**src/inc/spi_nvm_pkg.sv**
```systemverilog
// shared constants for the serial memory command link
package spi_nvm_pkg;
	// ----------------------------------------------------------------
	// opcodes
	// ----------------------------------------------------------------
	localparam logic [7:0] OP_STATUS_LOAD_FIRST = 8'h01;
	localparam logic [7:0] OP_ARRAY_PROGRAM = 8'h02;
	localparam logic [7:0] OP_ARRAY_FETCH = 8'h03;
	localparam logic [7:0] OP_CLEAR_WRITE_LATCH = 8'h04;
	localparam logic [7:0] OP_STATUS_FETCH = 8'h05;
	localparam logic [7:0] OP_SET_WRITE_LATCH = 8'h06;
	localparam logic [7:0] OP_FAST_ARRAY_FETCH = 8'h0B;
	localparam logic [7:0] OP_STATUS_LOAD_SECOND = 8'h31;
	localparam logic [7:0] OP_PAGE_ERASE = 8'h42;
	localparam logic [7:0] OP_CHIP_ERASE_A = 8'h60;
	localparam logic [7:0] OP_CHIP_ERASE_B = 8'hC7;
	localparam logic [7:0] OP_OTP_FETCH = 8'h77;
	localparam logic [7:0] OP_ULTRA_DEEP_SLEEP = 8'h79;
	localparam logic [7:0] OP_OTP_PROGRAM = 8'h9B;
	localparam logic [7:0] OP_WAKE_FROM_SLEEP = 8'hAB;
	localparam logic [7:0] OP_SLEEP_ENTER = 8'hB9;
	// ----------------------------------------------------------------
	// status byte one fields and byte two masks
	// ----------------------------------------------------------------
	localparam int BUSY_FLAG_BIT = 0;
	localparam int WRITE_ENABLE_LATCH_BIT = 1;
	localparam int BLOCK_PROTECT_LO_BIT = 2;
	localparam int BLOCK_PROTECT_HI_BIT = 3;
	localparam int ULTRA_DEEP_BIT = 4;
	localparam int LOW_POWER_IDLE_ENABLE_BIT = 5;
	localparam int AUTO_SLEEP_ENABLE_BIT = 6;
	localparam int STATUS_LOCK_ENABLE_BIT = 7;
	localparam logic [7:0] STATUS_ONE_WRITABLE = 8'hEC;
	localparam logic [7:0] STATUS_ONE_RESET = 8'h00;
	localparam logic [7:0] STATUS_TWO_WRITABLE = 8'h03;
	localparam logic [7:0] STATUS_TWO_RESET = 8'h00;
	// ----------------------------------------------------------------
	// framing counts
	// ----------------------------------------------------------------
	localparam int ADDR_BYTES = 2;
	localparam int FAST_DUMMY_BYTES = 1;
	localparam int PAGE_BYTES = 32;
	localparam int OTP_PROGRAM_BYTES = 3;
	localparam int OTP_BYTES = 64;
	localparam int BUSY_CYCLES = 64;
	// half period in pclk: the full period, twice this, is longer than the device answer's trip through both synchronisers
	localparam int SCK_HALF_DIV = 6;
	// ----------------------------------------------------------------
	// controller registers (apb byte offsets)
	// ----------------------------------------------------------------
	localparam logic [7:0] REG_CTRL = 8'h00;
	localparam logic [7:0] REG_TXDATA = 8'h04;
	localparam logic [7:0] REG_RXDATA = 8'h08;
	localparam logic [7:0] REG_STAT = 8'h0C;
	localparam int CTRL_SELECT_BIT = 0;
	localparam int STAT_BUSY_BIT = 0;
endpackage : spi_nvm_pkg

```
**src/inc/spi_nvm_if.sv**
```systemverilog
// serial link between controller and memory device
`timescale 1ns/1ns
interface spi_nvm_if;
	logic cs_n;
	logic sck;
	logic sdi;
	logic sdo_o;
	logic sdo_oe_n;
	logic wp_n;
	logic sdo;
	assign sdo = sdo_oe_n ? 1'b1 : sdo_o;
	modport device (input cs_n, input sck, input sdi, input wp_n, output sdo_o, output sdo_oe_n);
	modport master (output cs_n, output sck, output sdi, output wp_n, input sdo);
endinterface : spi_nvm_if

```
**src/hw/spi_nvm_device.sv**
```systemverilog
// memory device end: command decode and status registers
//
// The register addresses and register access over APB were chosen for this implementation.
`timescale 1ns/1ns
// Functional notes
// RULE_01: opcode captured in eight-bit instruction register
// RULE_02: all bytes move MSB first
// RULE_03: first bit on first rise after select
// RULE_04: 03H read: two address bytes, stream
// RULE_05: 0BH read: address, one dummy, stream
// RULE_06: 06H sets latch, 04H clears, 02H programs
// RULE_07: 01H, 31H write status bytes one, two
// RULE_08: status read always honoured, repeats; the code refuses it in sleep and ultra-deep sleep
// RULE_09: busy and latch in first byte
// RULE_10: bit 0 busy during program or erase
// RULE_11: bit 1 is write-enable latch
// RULE_12: bits 2,3 block protection
// RULE_13: bit 4 set in ultra-deep sleep
// RULE_14: master may poll bit 0 for ready
// RULE_15: bit 5 low-power idle enable
// RULE_16: bit 6 auto sleep enable
// RULE_17: bit 7 with pin locks status
// RULE_18: otp program three bytes, 77H fetch
// RULE_19: erase, sleep and wake opcodes accepted
// RULE_20: sample on rise, drive on fall
// RULE_21: writes need latch set beforehand
// RULE_22: deselected: ignore input, output released
module spi_nvm_device
	import spi_nvm_pkg::*;
(
	input wire logic pclk,
	input wire logic presetn,
	spi_nvm_if.device link,
	output logic [7:0] opcode,
	output logic [15:0] address,
	output logic [7:0] wr_data,
	output logic wr_strobe,
	input wire logic [7:0] rd_data,
	output logic [7:0] status_one,
	output logic [7:0] status_two
);
	typedef enum {PH_OPCODE, PH_ADDR, PH_DUMMY, PH_DATA, PH_IGNORE} phase_type;
	// ----------------------------------------------------------------
	// pin synchronisers
	// ----------------------------------------------------------------
	logic [2:0] cs_sync_reg, sck_sync_reg, sdi_sync_reg, wp_sync_reg;
	always_ff @(posedge pclk or negedge presetn) begin
		if (!presetn) begin
			cs_sync_reg <= 3'h7;
			sck_sync_reg <= 3'h0;
			sdi_sync_reg <= 3'h0;
			wp_sync_reg <= 3'h7;
		end else begin
			cs_sync_reg <= {cs_sync_reg[1:0], link.cs_n};
			sck_sync_reg <= {sck_sync_reg[1:0], link.sck};
			sdi_sync_reg <= {sdi_sync_reg[1:0], link.sdi};
			wp_sync_reg <= {wp_sync_reg[1:0], link.wp_n};
		end
	end
	logic cs_f_reg, sck_f_reg, sdi_f_reg, wp_f_reg;
	always_ff @(posedge pclk or negedge presetn) begin
		if (!presetn) begin
			cs_f_reg <= 1'b1;
			sck_f_reg <= 1'b0;
			sdi_f_reg <= 1'b0;
			wp_f_reg <= 1'b1;
		end else begin
			if (cs_sync_reg[1] == cs_sync_reg[2]) cs_f_reg <= cs_sync_reg[2];
			if (sck_sync_reg[1] == sck_sync_reg[2]) sck_f_reg <= sck_sync_reg[2];
			if (sdi_sync_reg[1] == sdi_sync_reg[2]) sdi_f_reg <= sdi_sync_reg[2];
			if (wp_sync_reg[1] == wp_sync_reg[2]) wp_f_reg <= wp_sync_reg[2];
		end
	end
	logic sck_prev_reg;
	always_ff @(posedge pclk or negedge presetn) begin
		if (!presetn) sck_prev_reg <= 1'b0;
		else sck_prev_reg <= sck_f_reg;
	end
	logic selected, sck_rise, sck_fall;
	assign selected = !cs_f_reg;
	assign sck_rise = selected && sck_f_reg && !sck_prev_reg; // RULE_03 RULE_20
	assign sck_fall = selected && !sck_f_reg && sck_prev_reg; // RULE_20
	// ----------------------------------------------------------------
	// byte assembly
	// ----------------------------------------------------------------
	logic [2:0] bit_cnt_reg;
	logic [7:0] shift_in_reg;
	logic byte_done;
	logic [7:0] byte_in;
	assign byte_in = {shift_in_reg[6:0], sdi_f_reg}; // RULE_02
	assign byte_done = sck_rise && (bit_cnt_reg == 3'h7);
	always_ff @(posedge pclk or negedge presetn) begin
		if (!presetn) begin
			bit_cnt_reg <= 3'h0;
			shift_in_reg <= 8'h00;
		end else if (!selected) begin
			bit_cnt_reg <= 3'h0; // RULE_22
		end else if (sck_rise) begin
			bit_cnt_reg <= bit_cnt_reg + 3'h1;
			shift_in_reg <= byte_in;
		end
	end
	// ----------------------------------------------------------------
	// command sequencing
	// ----------------------------------------------------------------
	phase_type phase_reg;
	logic [7:0] opcode_reg;
	logic [6:0] count_reg;
	logic [15:0] addr_reg;
	logic [7:0] status_one_reg, status_two_reg;
	logic latch_reg, busy_reg, deep_reg, sleep_reg;
	logic [6:0] busy_cnt_reg;
	logic [7:0] wr_data_reg;
	logic wr_strobe_reg;
	logic [7:0] pend_op_reg;
	logic [5:0] pend_cnt_reg;
	logic [7:0] pend_data_reg;
	logic status_locked, was_selected_reg, frame_end;
	assign status_locked = status_one_reg[STATUS_LOCK_ENABLE_BIT] && !wp_f_reg; // RULE_17
	assign frame_end = was_selected_reg && !selected;
	function automatic logic needs_addr(input logic [7:0] op);
		needs_addr = (op == OP_ARRAY_FETCH) || (op == OP_FAST_ARRAY_FETCH) ||
			(op == OP_ARRAY_PROGRAM) || (op == OP_PAGE_ERASE);
	endfunction : needs_addr
	// sleep takes only the wake opcode; ultra-deep sleep takes nothing
	function automatic logic refused(input logic deep, input logic sleep, input logic [7:0] op);
		refused = deep || (sleep && op != OP_WAKE_FROM_SLEEP);
	endfunction : refused
	always_ff @(posedge pclk or negedge presetn) begin
		if (!presetn) was_selected_reg <= 1'b0;
		else was_selected_reg <= selected;
	end
	always_ff @(posedge pclk or negedge presetn) begin
		if (!presetn) begin
			phase_reg <= PH_OPCODE;
			opcode_reg <= 8'h00;
			count_reg <= 7'h00;
			addr_reg <= 16'h0000;
		end else if (!selected) begin
			phase_reg <= PH_OPCODE;
			count_reg <= 7'h00;
		end else if (byte_done) begin
			case (phase_reg)
				PH_OPCODE: begin
					opcode_reg <= byte_in; // RULE_01
					count_reg <= 7'h00;
					if (refused(deep_reg, sleep_reg, byte_in)) phase_reg <= PH_IGNORE; // RULE_19
					else if (needs_addr(byte_in)) phase_reg <= PH_ADDR; // RULE_04 RULE_05
					else phase_reg <= PH_DATA;
				end
				PH_ADDR: begin
					addr_reg <= {addr_reg[7:0], byte_in};
					count_reg <= count_reg + 7'h01;
					if (count_reg == 7'(ADDR_BYTES - 1)) begin
						count_reg <= 7'h00;
						phase_reg <= (opcode_reg == OP_FAST_ARRAY_FETCH) ? PH_DUMMY : PH_DATA;
					end
				end
				PH_DUMMY: begin
					count_reg <= count_reg + 7'h01;
					if (count_reg == 7'(FAST_DUMMY_BYTES - 1)) begin
						count_reg <= 7'h00;
						phase_reg <= PH_DATA; // RULE_05
					end
				end
				PH_DATA: begin
					if (count_reg != 7'h7F) count_reg <= count_reg + 7'h01;
					if (opcode_reg == OP_ARRAY_FETCH || opcode_reg == OP_FAST_ARRAY_FETCH ||
						opcode_reg == OP_ARRAY_PROGRAM) addr_reg <= addr_reg + 16'h0001;
				end
				default: phase_reg <= PH_IGNORE;
			endcase
		end
	end
	// data bytes handed out as strobes; writes commit at frame end
	always_ff @(posedge pclk or negedge presetn) begin
		if (!presetn) begin
			wr_strobe_reg <= 1'b0;
			wr_data_reg <= 8'h00;
		end else begin
			wr_strobe_reg <= byte_done && phase_reg == PH_DATA && latch_reg && !busy_reg &&
				opcode_reg == OP_ARRAY_PROGRAM && count_reg < 7'(PAGE_BYTES); // RULE_06 RULE_21
			if (byte_done && phase_reg == PH_DATA) wr_data_reg <= byte_in;
		end
	end
	always_ff @(posedge pclk or negedge presetn) begin
		if (!presetn) begin
			pend_op_reg <= 8'h00;
			pend_cnt_reg <= 6'h00;
			pend_data_reg <= 8'h00;
		end else if (!selected) begin
			pend_op_reg <= frame_end ? pend_op_reg : 8'h00;
		end else if (sck_rise && phase_reg != PH_IGNORE) begin
			if (byte_done && phase_reg == PH_OPCODE) begin
				pend_op_reg <= refused(deep_reg, sleep_reg, byte_in) ? 8'h00 : byte_in; // RULE_19
				pend_cnt_reg <= 6'h00;
			end else if (byte_done && phase_reg == PH_DATA) begin
				if (pend_cnt_reg != 6'h3F) pend_cnt_reg <= pend_cnt_reg + 6'h01;
				if (pend_cnt_reg == 6'h00) pend_data_reg <= byte_in;
			end else if (byte_done && phase_reg == PH_ADDR &&
				count_reg == 7'(ADDR_BYTES - 1)) begin
				pend_cnt_reg <= 6'h00;
			end
		end else if (sck_rise) begin
			pend_op_reg <= 8'h00;
		end
	end
	// commit only whole commands: bit count back at a byte boundary
	logic whole;
	assign whole = frame_end && bit_cnt_reg == 3'h0;
	logic is_prog, is_status1, is_status2, is_write_cmd, start_busy;
	assign is_prog = (pend_op_reg == OP_ARRAY_PROGRAM && pend_cnt_reg != 6'h00) ||
		pend_op_reg == OP_PAGE_ERASE || pend_op_reg == OP_CHIP_ERASE_A ||
		pend_op_reg == OP_CHIP_ERASE_B || (pend_op_reg == OP_OTP_PROGRAM &&
		pend_cnt_reg == 6'(OTP_PROGRAM_BYTES)); // RULE_18 RULE_19
	assign is_status1 = pend_op_reg == OP_STATUS_LOAD_FIRST && pend_cnt_reg == 6'h01; // RULE_07
	assign is_status2 = pend_op_reg == OP_STATUS_LOAD_SECOND && pend_cnt_reg == 6'h01; // RULE_07
	assign is_write_cmd = is_prog || is_status1 || is_status2;
	assign start_busy = whole && latch_reg && !busy_reg && is_write_cmd; // RULE_21
	// ----------------------------------------------------------------
	// status state
	// ----------------------------------------------------------------
	always_ff @(posedge pclk or negedge presetn) begin
		if (!presetn) begin
			latch_reg <= 1'b0;
		end else if (whole && !busy_reg) begin
			if (pend_op_reg == OP_SET_WRITE_LATCH) latch_reg <= 1'b1; // RULE_06
			else if (pend_op_reg == OP_CLEAR_WRITE_LATCH) latch_reg <= 1'b0; // RULE_06
			else if (start_busy) latch_reg <= 1'b0;
		end
	end
	always_ff @(posedge pclk or negedge presetn) begin
		if (!presetn) begin
			busy_reg <= 1'b0;
			busy_cnt_reg <= 7'h00;
		end else if (start_busy) begin
			busy_reg <= 1'b1; // RULE_10
			busy_cnt_reg <= 7'(BUSY_CYCLES - 1);
		end else if (busy_reg) begin
			busy_cnt_reg <= busy_cnt_reg - 7'h01;
			if (busy_cnt_reg == 7'h00) busy_reg <= 1'b0;
		end
	end
	always_ff @(posedge pclk or negedge presetn) begin
		if (!presetn) begin
			status_one_reg <= STATUS_ONE_RESET;
			status_two_reg <= STATUS_TWO_RESET;
		end else if (start_busy && !status_locked) begin
			if (is_status1) status_one_reg <= pend_data_reg & STATUS_ONE_WRITABLE; // RULE_12 RULE_15 RULE_16 RULE_17
			if (is_status2) status_two_reg <= pend_data_reg & STATUS_TWO_WRITABLE;
		end
	end
	always_ff @(posedge pclk or negedge presetn) begin
		if (!presetn) begin
			deep_reg <= 1'b0;
			sleep_reg <= 1'b0;
		end else if (whole && !busy_reg) begin
			if (pend_op_reg == OP_ULTRA_DEEP_SLEEP) deep_reg <= 1'b1; // RULE_13 RULE_19
			if (pend_op_reg == OP_SLEEP_ENTER) sleep_reg <= 1'b1;
			if (pend_op_reg == OP_WAKE_FROM_SLEEP) sleep_reg <= 1'b0; // RULE_19
		end
	end
	logic [7:0] status_view;
	always_comb begin
		status_view = status_one_reg;
		status_view[BUSY_FLAG_BIT] = busy_reg; // RULE_09 RULE_10
		status_view[WRITE_ENABLE_LATCH_BIT] = latch_reg; // RULE_09 RULE_11
		status_view[ULTRA_DEEP_BIT] = deep_reg; // RULE_13
	end
	// ----------------------------------------------------------------
	// output shifter
	// ----------------------------------------------------------------
	logic [7:0] shift_out_reg;
	logic sdo_reg, sdo_oe_n_reg;
	always_ff @(posedge pclk or negedge presetn) begin
		if (!presetn) begin
			shift_out_reg <= 8'h00;
			sdo_reg <= 1'b0;
			sdo_oe_n_reg <= 1'b1;
		end else if (!selected || deep_reg) begin
			sdo_oe_n_reg <= 1'b1; // RULE_22
		end else if (sck_fall) begin
			if (bit_cnt_reg == 3'h0 && (phase_reg == PH_DATA)) begin
				case (opcode_reg)
					OP_STATUS_FETCH: shift_out_reg <= status_view; // RULE_08
					OP_ARRAY_FETCH, OP_FAST_ARRAY_FETCH, OP_OTP_FETCH: shift_out_reg <= rd_data; // RULE_04 RULE_18
					default: shift_out_reg <= 8'h00;
				endcase
				sdo_oe_n_reg <= !(opcode_reg == OP_STATUS_FETCH || opcode_reg == OP_ARRAY_FETCH ||
					opcode_reg == OP_FAST_ARRAY_FETCH || (opcode_reg == OP_OTP_FETCH &&
					count_reg < 7'(OTP_BYTES)));
				sdo_reg <= (opcode_reg == OP_STATUS_FETCH) ? status_view[7] : rd_data[7]; // RULE_02
			end else begin
				sdo_reg <= shift_out_reg[~bit_cnt_reg]; // RULE_20
			end
		end
	end
	assign link.sdo_o = sdo_reg;
	assign link.sdo_oe_n = sdo_oe_n_reg;
	assign opcode = opcode_reg;
	assign address = addr_reg;
	assign wr_data = wr_data_reg;
	assign wr_strobe = wr_strobe_reg;
	assign status_one = status_view;
	assign status_two = status_two_reg;
endmodule : spi_nvm_device

```
**src/flat_wrapper.sv**
```systemverilog
// flat-port wrapper written by rule: the top's interface ports become plain ports
module spi_nvm_device_flat import spi_nvm_pkg::*;
  (pclk, presetn, opcode, address, wr_data, wr_strobe, rd_data, status_one, status_two, link_cs_n, link_sck, link_sdi, link_wp_n, link_sdo_o, link_sdo_oe_n);
  spi_nvm_if link_i ();
  input wire logic pclk;
  input wire logic presetn;
  output logic [7:0] opcode;
  output logic [15:0] address;
  output logic [7:0] wr_data;
  output logic wr_strobe;
  input wire logic [7:0] rd_data;
  output logic [7:0] status_one;
  output logic [7:0] status_two;
  input wire logic [$bits(link_i.cs_n)-1:0] link_cs_n;
  input wire logic [$bits(link_i.sck)-1:0] link_sck;
  input wire logic [$bits(link_i.sdi)-1:0] link_sdi;
  input wire logic [$bits(link_i.wp_n)-1:0] link_wp_n;
  output wire logic [$bits(link_i.sdo_o)-1:0] link_sdo_o;
  output wire logic [$bits(link_i.sdo_oe_n)-1:0] link_sdo_oe_n;
  assign link_i.cs_n = link_cs_n;
  assign link_i.sck = link_sck;
  assign link_i.sdi = link_sdi;
  assign link_i.wp_n = link_wp_n;
  assign link_sdo_o = link_i.sdo_o;
  assign link_sdo_oe_n = link_i.sdo_oe_n;
  spi_nvm_device u_core (.pclk(pclk), .presetn(presetn), .link(link_i), .opcode(opcode), .address(address), .wr_data(wr_data), .wr_strobe(wr_strobe), .rd_data(rd_data), .status_one(status_one), .status_two(status_two));
endmodule
```
**config.mk**
```make
export PLATFORM = sky130hd
export DESIGN_NAME = spi_nvm_device_flat
export DESIGN_NICKNAME = d
export VERILOG_FILES = /design/src/inc/spi_nvm_pkg.sv /design/src/inc/spi_nvm_if.sv /design/src/hw/spi_nvm_device.sv /design/src/flat_wrapper.sv
export SDC_FILE = /design/constraint.sdc
export NUM_CORES = 1
export LEC_CHECK = 0
export BUFFER_PORTS_ARGS = -buffer_cell sky130_fd_sc_hd__buf_2
export CAP_MARGIN = 20
export CORE_ASPECT_RATIO = 1.2
export CORE_UTILIZATION = 53
export CTS_CLUSTER_SIZE = 12
export DETAILED_ROUTE_END_ITERATION = 16
export GPL_TIMING_DRIVEN = 0
export PLACE_DENSITY = 0.76
export SLEW_MARGIN = 40
export SYNTH_ARGS = -nofsm -noshare
export SYNTH_HDL_FRONTEND = slang
export SYNTH_SLANG_ARGS = --single-unit
```
**constraint.sdc**
```tcl
create_clock -name pclk -period 1.75 [get_ports pclk]
set_input_delay 0.175 -clock pclk [delete_from_list [all_inputs] [get_ports pclk]]
set_output_delay 0.175 -clock pclk [all_outputs]
set_load 0.1 [all_outputs]
```
==> results.yml, run 1 <==
timing:
  fin_crit_sh: 1.10
  min_period_ns: 1.93
  worst-slew-pin-transition_ns: 0.652
  slew_violations: 0
  timing.slew.headroom: 0.560
  fmax_ghz: 0.517
  rsz0062_at_grt: "true"
  worst_slack_ns: -0.184
  setup_violations: 34
  hold_viol: 0
  finClkSkew_ns: 0.00644
flow_run:
  maxCapViolCount: 0
clocking:
  clock-sinks: 120
  cts_root_buf: "clkbuf_16"
  numCtsBuffers: 17
  clock_latency_ns: 0.43
  path_clk_slew_ns: 0.06
  htreeDepth: 4
  tritoncts: "yes"
  cts_max_path_buffers: 2
floorplan:
  rows: 42
  fp.dieArea_mm2: 0.0119
  io_pins: 65
  start_util: 0.548
  fp.dieH_um: 119
  die_x_um: 99.7
  fp.coreArea_mm2: 0.0111
power_and_ir_drop:
  switching_share: 0.281
  p_per_area_mw_per_mm2: 954
  seq_power_share: 0.420
  finalPower_uw: 7770
  leakage_uw: 0.00366
  p_int_uw: 5580
  clkPwrFrac: 0.458
  comb_power_share: 0.122
  netSwitchingPower_uw: 2190
  ir_worst_vdd_v: 0.000789
hold_path:
  worst_hold_path.endpoint: "u_core.link.sdo_o"
  min-delay-start: "rd_data[7]"
  hold_class: "in2reg"
  whs_path_depth: 3
critical_path:
  worst_setup_path_start_kind: "flop"
  crit_type: "reg2reg"
  crit_fanout: 7
  r2r_cells: 6
  crit_arrival_ns: 2.24
  reg2reg_slack_ns: -0.18
  r2r-start: "u_core.cs_f_reg"
  required_ns: 2.06
  worstReg2RegEnd: "u_core.status_one_reg[3]"
  endpoint_kind: "flop"
synthesis:
  netlist_instances: 594
  ys_ff_latch: 120
  synth_enable_flop_cells: 0
  ys_types: 79
  ys_seq_area_frac: 0.496
  netlist_area_mm2: 0.00607
  yosys_warnings: 0
  synthFlopType: "dfrtp_1"
  syn_avg_cell_area_um2: 10.2
  async_flop_share: 1.00
global_route:
  grt_use_total: 0.279
  antenna_found_initial: 0
  grt_overflow: 0
  grt_max_degree: 73
  grt_pass1_wl_um: 25200
  grt_pass1_vias: 5030
detailed_routing:
  wire_per_inst_um: 18.1
  postRouteAntennaNets: 0
  drc: 0
  firstDrtPassIters: 6
  num_vias: 5194
  drt-vias-per-instance: 5.89
  drt_iter0_markers: 327
  drt_wl_total_um: 16000
placed_design:
  gp_congestion: 0.888
  io_buffers: 58
  dp_hpwl_um: 9880
  dpl_cell_area_mm2: 0.00680
final_layout:
  utilization: 0.734
  area_growth_pct: 34.1
  fillCellCount: 747
  finalInstanceArea_mm2: 0.00814
  drive_gt1_frac: 0.415
  num_antenna_cells: 0
  final_nets: 741
  largest_register_ffs: 16
status:
  run_status: "complete, but fails checks"
  violations: "setup timing"
## per-layer routing
metal	vias up	GRT usage	part of all wire
li1	2387	-	-
met1	2576	0.352	0.41
met2	191	0.438	0.50
met3	40	0.0775	0.058
met4	0	0.138	0.029
met5	-	0	0
## final cells by class
type / count / area (um2) / share of cell area
Inverter: 20 / 78.8 / 0.00968
Sequential cell: 120 / 3070 / 0.377
Clock inverter: 15 / 178 / 0.0218
Timing Repair Buffer: 101 / 708 / 0.0870
Clock buffer: 17 / 425 / 0.0522
Buffer: 32 / 264 / 0.0324
Multi-Input combinational cell: 423 / 3220 / 0.396
Tap cell: 154 / 193 / 0.0237
## synth_stat cells, drive strengths merged (5+ instances only)
library cell,count,share of area
nor2,35,0.023
nand2,80,0.051
nor4,6,0.011
mux2,28,0.054
a22o,7,0.010
a211oi,5,0.0062
nand4,12,0.012
a31oi,8,0.0082
o22a,7,0.010
dfstp,9,0.039
a21oi,25,0.021
nor2b,11,0.011
o22ai,8,0.010
dfrtp,111,0.46
nand3,28,0.023
nor3,10,0.0091
inv,19,0.012
clkbuf,15,0.0095
and3,9,0.010
a22oi,6,0.0074
a2bb2oi,8,0.012
ha,12,0.025
o21ai,39,0.032
buf,21,0.023
## cell families after synthesis
logic type      after synthesis  synth area share
xor+xnor                      8            0.0115
buf+inv                      56            0.0451
flops                       120             0.496
compound gates              134             0.147
mux                          33            0.0668
other cells                   1          0.000618
simple gates                226             0.202
fa+ha+maj                    16            0.0313
## worst max-delay path, cell delays in order, from the launching register on
cell,delay (ns)
dfstp_2,0.52
buf_6,0.14
nand4b_4,0.12
or3_4,0.39
nor3_4,0.21
nand2b_4,0.12
mux2_4,0.31
## timing repair
action	4_1_cts	5_1_grt
setup endpoints to repair	88	87
cloned	1	0
hold buffers	12	0
setup buffers	16	13
resized for setup	37	76
endpoints found under the hold margin	75	0
pin swaps	10	20
## layout by cell type, fill, tap and decap left out, drive strengths merged, types with 5 or more instances in the layout
cell / instances
o22ai: 8
clkinv: 5
ha: 12
a22oi: 6
a31oi: 8
nor3: 10
nor2b: 11
and3: 9
nand3: 28
clkinvlp: 6
nor2: 35
dfstp: 9
a21oi: 25
a22o: 7
mux2: 28
a2bb2oi: 8
buf: 111
inv: 21
nor4: 6
o22a: 7
a211oi: 5
o21ai: 39
nand4: 12
dfrtp: 111
clkbuf: 27
conb: 6
nand2: 80
dlygate4sd3: 12
## stage by stage
stage	setup TNS (ns)	hold slack (ns)	instances	worst slack, ns
floorplan	-2.27	-0.121	599	-0.122
global placement	-122.22	0.281	811	-1.31
detailed placement	-12.51	0.186	812	-0.356
CTS	-2.23	0.0751	870	-0.134
global route	-5.55	0.131	882	-0.256
finish	-2.79	0.120	882	-0.184
## power groups by stage
stage | Clock (uW) | Sequential (uW) | Combinational (uW)
after floorplan | 0 | 3150 | 623
after global placement | 0 | 3150 | 937
after detailed placement | 0 | 3150 | 975
after CTS | 3600 | 3210 | 926
after global routing | 3750 | 3270 | 1030
final | 3560 | 3260 | 951
## worst max path at each step
stage	startpoint	to	cells past startpoint	slack, ns
global route	u_core.pend_op_reg[4]	u_core.busy_cnt_reg[6]	5	-0.26
global placement	presetn	u_core.opcode[6]	1	-1.31
CTS	u_core.cs_f_reg	u_core.status_one_reg[3]	6	-0.13
detailed placement	u_core.bit_cnt_reg[0]	u_core.pend_data_reg[3]	7	-0.36
floorplan	u_core.bit_cnt_reg[0]	u_core.status_one_reg[2]	7	-0.12
finish	u_core.cs_f_reg	u_core.status_one_reg[3]	6	-0.18
Power figures use the tool's default switching activity.
==> inputs of run 2 (changes only) <==
--- a/config.mk
+++ b/config.mk
@@ -12,6 +12,7 @@
 export CTS_CLUSTER_SIZE = 12
 export DETAILED_ROUTE_END_ITERATION = 16
 export GPL_TIMING_DRIVEN = 0
+export MAX_ROUTING_LAYER = met4
 export PLACE_DENSITY = 0.76
 export SLEW_MARGIN = 40
 export SYNTH_ARGS = -nofsm -noshare
==> run 2 against run 1 <==
Against the previous run: the flow still finishes with violations (setup timing); clock power shrank 1%; combinational power is 2.9% higher; highest routed layer unchanged; non-clock buffer count did not move; sequential share of layout area up 0.16 points; via count rose by 0.48%.
==> results.yml, run 2 (same netlist as run 1, synthesis figures left out) <==
clocking:
  tritoncts: "yes"
  clock_latency_ns: 0.42
  cts_max_path_buffers: 2
  clock-sinks: 120
  path_clk_slew_ns: 0.05
  htreeDepth: 4
  numCtsBuffers: 17
  cts_root_buf: "clkbuf_16"
detailed_routing:
  drc: 0
  postRouteAntennaNets: 0
  wire_per_inst_um: 18.8
  drt-vias-per-instance: 5.92
  drt_iter0_markers: 401
  num_vias: 5219
  firstDrtPassIters: 5
  drt_wl_total_um: 16600
floorplan:
  io_pins: 65
  die_x_um: 99.7
  fp.coreArea_mm2: 0.0111
  start_util: 0.548
  fp.dieArea_mm2: 0.0119
  rows: 42
  fp.dieH_um: 119
critical_path:
  crit_type: "reg2reg"
  crit_start: "u_core.cs_f_reg"
  crit_fanout: 7
  worst_setup_path_start_kind: "flop"
  required_ns: 2.06
  reg2reg_slack_ns: -0.21
  r2r_cells: 6
  crit_arrival_ns: 2.26
  r2r-start: "u_core.cs_f_reg"
  worstSetupEndpoint: "u_core.status_one_reg[2]"
  worstReg2RegEnd: "u_core.status_one_reg[2]"
  endpoint_kind: "flop"
timing:
  fin_crit_sh: 1.12
  worst_slack_ns: -0.207
  timing.slew.headroom: 0.650
  slew_violations: 0
  worst-slew-pin-transition_ns: 0.525
  hold_viol: 0
  rsz0062_at_grt: "true"
  setup_violations: 47
  min_period_ns: 1.96
  fmax_ghz: 0.511
  finClkSkew_ns: 0.00737
hold_path:
  whs_path_depth: 3
  hold_class: "in2reg"
final_layout:
  area_growth_pct: 33.9
  num_antenna_cells: 0
  final_nets: 741
  utilization: 0.733
  largest_register_ffs: 16
  layout_common_cells: "dfrtp_1 (78), nand2_1 (74), buf_2 (58), buf_4 (41), nor2_1 (26)"
  drive_gt1_frac: 0.416
  final_common_cell: "dfrtp_1"
status:
  violations: "setup timing"
  run_status: "complete, but fails checks"
placed_design:
  io_buffers: 58
  gp_congestion: 0.895
  dp_hpwl_um: 10100
  preCtsSetupSlack_ns: -0.343
global_route:
  antenna_found_initial: 0
  grt_overflow: 0
  grt_pass1_vias: 5093
  grt_use_total: 0.290
  grt_max_degree: 77
  grt_pass1_wl_um: 25500
power_and_ir_drop:
  leakage_uw: 0.00365
  p_per_area_mw_per_mm2: 953
  ir_worst_vdd_v: 0.000851
flow_run:
  maxCapViolCount: 0
[run 2: cell types whose count changed in the layout (fill, tap and decap cells not counted), moves of 4 or more]
cell | before | now
dfrtp_1 | 84 | 78
dlygate4sd3_1 | 12 | 7
dfrtp_2 | 17 | 23
clkbuf_1 | 2 | 7
buf_6 | 6 | 10
[run 2: area by class of cell]
class | count | area [um2]
inverter | 20 | 78.8
tap | 154 | 193
buffer | 33 | 260
clock inverter | 9 | 125
multi-input combinational | 423 | 3220
sequential | 120 | 3080
fill | 748 | 2960
clock buffer | 23 | 468
timing repair buffer | 100 | 707
[run 2: worst min path at each step]
| stage | from | end | slack [ns] |
|---|---|---|---|
| floorplan | presetn | u_core.address[10] | -0.12 |
| global placement | link_wp_n | u_core.wp_sync_reg[0] | 0.28 |
| detailed placement | presetn | u_core.sck_sync_reg[0] | 0.09 |
| CTS | rd_data[6] | u_core.shift_out_reg[6] | 0.003 |
| global route | rd_data[6] | u_core.shift_out_reg[6] | 0.02 |
| finish | rd_data[6] | u_core.shift_out_reg[6] | 0.01 |
[run 2: through the flow]
stage | instance area, um2 | setup TNS, ns | total power [uW] | hold slack (ns) | cells
floorplan | 6270 | -2.27 | 3770 | -0.121 | 599
global placement | 6760 | -126.59 | 4090 | 0.282 | 811
detailed placement | 6800 | -13.72 | 4140 | 0.0893 | 812
CTS | 7870 | -4.36 | 7700 | 0.00323 | 874
global route | 8130 | -7.56 | 7980 | 0.0197 | 882
finish | 8130 | -4.02 | 7750 | 0.0104 | 882
[run 2: routing by layer]
metal,share of wire,up-vias,GRT usage
met5,0,-,-
met4,0.022,0,0.119
met3,0.055,29,0.0575
met2,0.52,200,0.470
met1,0.40,2598,0.354
li1,-,2392,-
[run 2: repair_timing]
| item | 4_1_cts | 5_1_grt |
|---|---|---|
| endpoints found under the hold margin | 50 | 0 |
| setup buffers | 25 | 9 |
| gates cloned | 1 | 0 |
| setup endpoints to repair | 89 | 97 |
| hold buffers | 7 | 0 |
| pin swaps | 17 | 21 |
| resized for setup | 51 | 62 |
[run 2: power by group]
group,internal (uW),switching [uW]
Clock,2300,1220
Combinational,410,569
Sequential,2940,303
[run 2: critical path: stages, from the launching register on]
cell	delay [ns]
dfstp_2	0.52
buf_6	0.14
nand4b_4	0.12
or3_4	0.37
nor3_4	0.25
nand2b_4	0.11
mux2_4	0.31
==> inputs of run 3 (changes only) <==
--- a/config.mk
+++ b/config.mk
@@ -12,6 +12,7 @@
 export CTS_CLUSTER_SIZE = 12
 export DETAILED_ROUTE_END_ITERATION = 16
 export GPL_TIMING_DRIVEN = 0
+export HOLD_SLACK_MARGIN = 0.12
 export MAX_ROUTING_LAYER = met4
 export PLACE_DENSITY = 0.76
 export SLEW_MARGIN = 40
==> run 3 against run 2 <==
Against the previous run: the run still ends with setup timing left; via count grew 1.4%; sequential power about the same; setup slack got worse by 0.0040 ns; largest cell class unchanged; combinational power is 0.9% higher; die area unchanged; critical endpoint is now u_core.link.sdo_oe_n; hold slack gained 0.10 ns; clock-buffer cell count stayed put.
==> results.yml, run 3 (same netlist as run 1, synthesis figures left out) <==
global_route:
  antenna_found_initial: 0
  grt_pass1_vias: 5136
  grt_overflow: 0
  grt_pass1_wl_um: 25800
  grt_use_total: 0.293
  grt_max_degree: 77
detailed_routing:
  drt_wl_total_um: 16800
  drt_iter0_markers: 383
  num_vias: 5294
  drc: 0
  wire_per_inst_um: 18.9
  firstDrtPassIters: 5
  postRouteAntennaNets: 0
  drt-vias-per-instance: 5.97
timing:
  rsz0062_at_grt: "true"
  finClkSkew_ns: 0.00685
  fin_crit_sh: 1.12
  whs_ns: 0.115
  slew_violations: 0
  worst-slew-pin-transition_ns: 0.525
  worst_slack_ns: -0.211
  hold_viol: 0
  tns_ns: -3.93
  setup_violations: 44
  timing.slew.headroom: 0.650
  fmax_ghz: 0.510
  min_period_ns: 1.96
floorplan:
  io_pins: 65
  rows: 42
  fp.dieH_um: 119
  start_util: 0.548
  fp.dieArea_mm2: 0.0119
  fp.coreArea_mm2: 0.0111
  die_x_um: 99.7
power_and_ir_drop:
  comb_power_share: 0.127
  clkPwrFrac: 0.454
  seq_power_share: 0.418
  leakage_uw: 0.00367
  p_int_uw: 5660
  switching_share: 0.270
  netSwitchingPower_uw: 2100
  p_per_area_mw_per_mm2: 948
  ir_worst_vdd_v: 0.000852
status:
  violations: "setup timing"
  run_status: "complete, but fails checks"
clocking:
  cts_max_path_buffers: 2
  htreeDepth: 4
  numCtsBuffers: 17
  tritoncts: "yes"
  path_clk_slew_ns: 0.06
  cts_root_buf: "clkbuf_16"
  clock-sinks: 120
  clock_latency_ns: 0.42
final_layout:
  multi_input_area_mm2: 0.00322
  regArea_mm2: 0.00308
  finalInstanceArea_mm2: 0.00818
  final_common_cell: "dfrtp_1"
  largest_register_ffs: 16
  final_nets: 746
  layout_common_cells: "dfrtp_1 (78), nand2_1 (74), buf_2 (58), buf_4 (41), nor2_1 (26)"
  drive_gt1_frac: 0.413
  utilization: 0.738
  area_growth_pct: 34.7
  num_antenna_cells: 0
  fillCellCount: 735
critical_path:
  required_ns: 2.08
  r2r_cells: 6
  r2r-start: "u_core.cs_f_reg"
  crit_fanout: 7
  reg2reg_slack_ns: -0.21
  worstSetupEndpoint: "u_core.link.sdo_oe_n"
  endpoint_kind: "flop"
  worst_setup_path_start_kind: "flop"
  crit_start: "u_core.cs_f_reg"
  worstReg2RegEnd: "u_core.link.sdo_oe_n"
  crit_arrival_ns: 2.29
  crit_type: "reg2reg"
hold_path:
  hold_class: "in2reg"
placed_design:
  dpl_cell_area_mm2: 0.00680
  dp_hpwl_um: 10100
  gp_congestion: 0.895
  io_buffers: 58
flow_run:
  maxCapViolCount: 0
[run 3: changes by cell type in the layout (fill, tap and decap cells not counted)]
cell / before / now
dlygate4sd3_1: 7 / 12
[run 3: final cells by class]
class,instances,share of cell area
multi-input combinational,423,0.393
sequential,120,0.377
timing repair buffer,105,0.0926
inverter,20,0.00964
tap,154,0.0236
clock inverter,9,0.0153
buffer,33,0.0318
clock buffer,23,0.0572
[run 3: worst max-delay path, cell delays in order, from the launching register on]
cell and delay (ns):
dfstp_2 0.36, buf_6 0.13, nor4b_2 0.40, nand4_1 0.28, buf_4 0.22, a211oi_1 0.32, o21ai_0 0.15
[run 3: metal layers]
metal	GRT usage	vias to the layer above	share of wire
met4	0.123	0	0.026
met3	0.0581	39	0.054
met5	-	-	0
met2	0.473	216	0.51
li1	-	2401	-
met1	0.358	2638	0.40
[run 3: power groups by stage]
stage	logic [uW]	clock network (uW)	registers, uW
global placement	942	0	3150
floorplan	623	0	3150
finish	988	3520	3240
detailed placement	982	0	3160
CTS	934	3550	3220
global route	1070	3670	3260
[run 3: repair_timing]
action	CTS	global route
endpoints found under the hold margin	126	0
pin swaps	17	21
resized for setup	51	62
setup buffers	25	9
gates cloned	1	0
setup endpoints to repair	89	97
hold buffers	12	0
[run 3: through the flow]
stage	worst slack, ns	cells	total power (uW)
global placement	-1.35	811	4090
global route	-0.269	887	8000
detailed placement	-0.343	812	4140
CTS	-0.205	879	7710
floorplan	-0.122	599	3770
finish	-0.211	887	7750
[run 3: how the worst min path moves through the flow]
stage / from / to / slack, ns / cells after the start
after floorplan: presetn / u_core.address[10] / -0.12 / 0
after global placement: link_wp_n / u_core.wp_sync_reg[0] / 0.28 / 1
after CTS: rd_data[7] / u_core.link.sdo_o / 0.14 / 3
final: rd_data[7] / u_core.shift_out_reg[7] / 0.11 / 4
after detailed placement: presetn / u_core.sck_sync_reg[0] / 0.09 / 1
after global routing: rd_data[7] / u_core.shift_out_reg[7] / 0.14 / 4
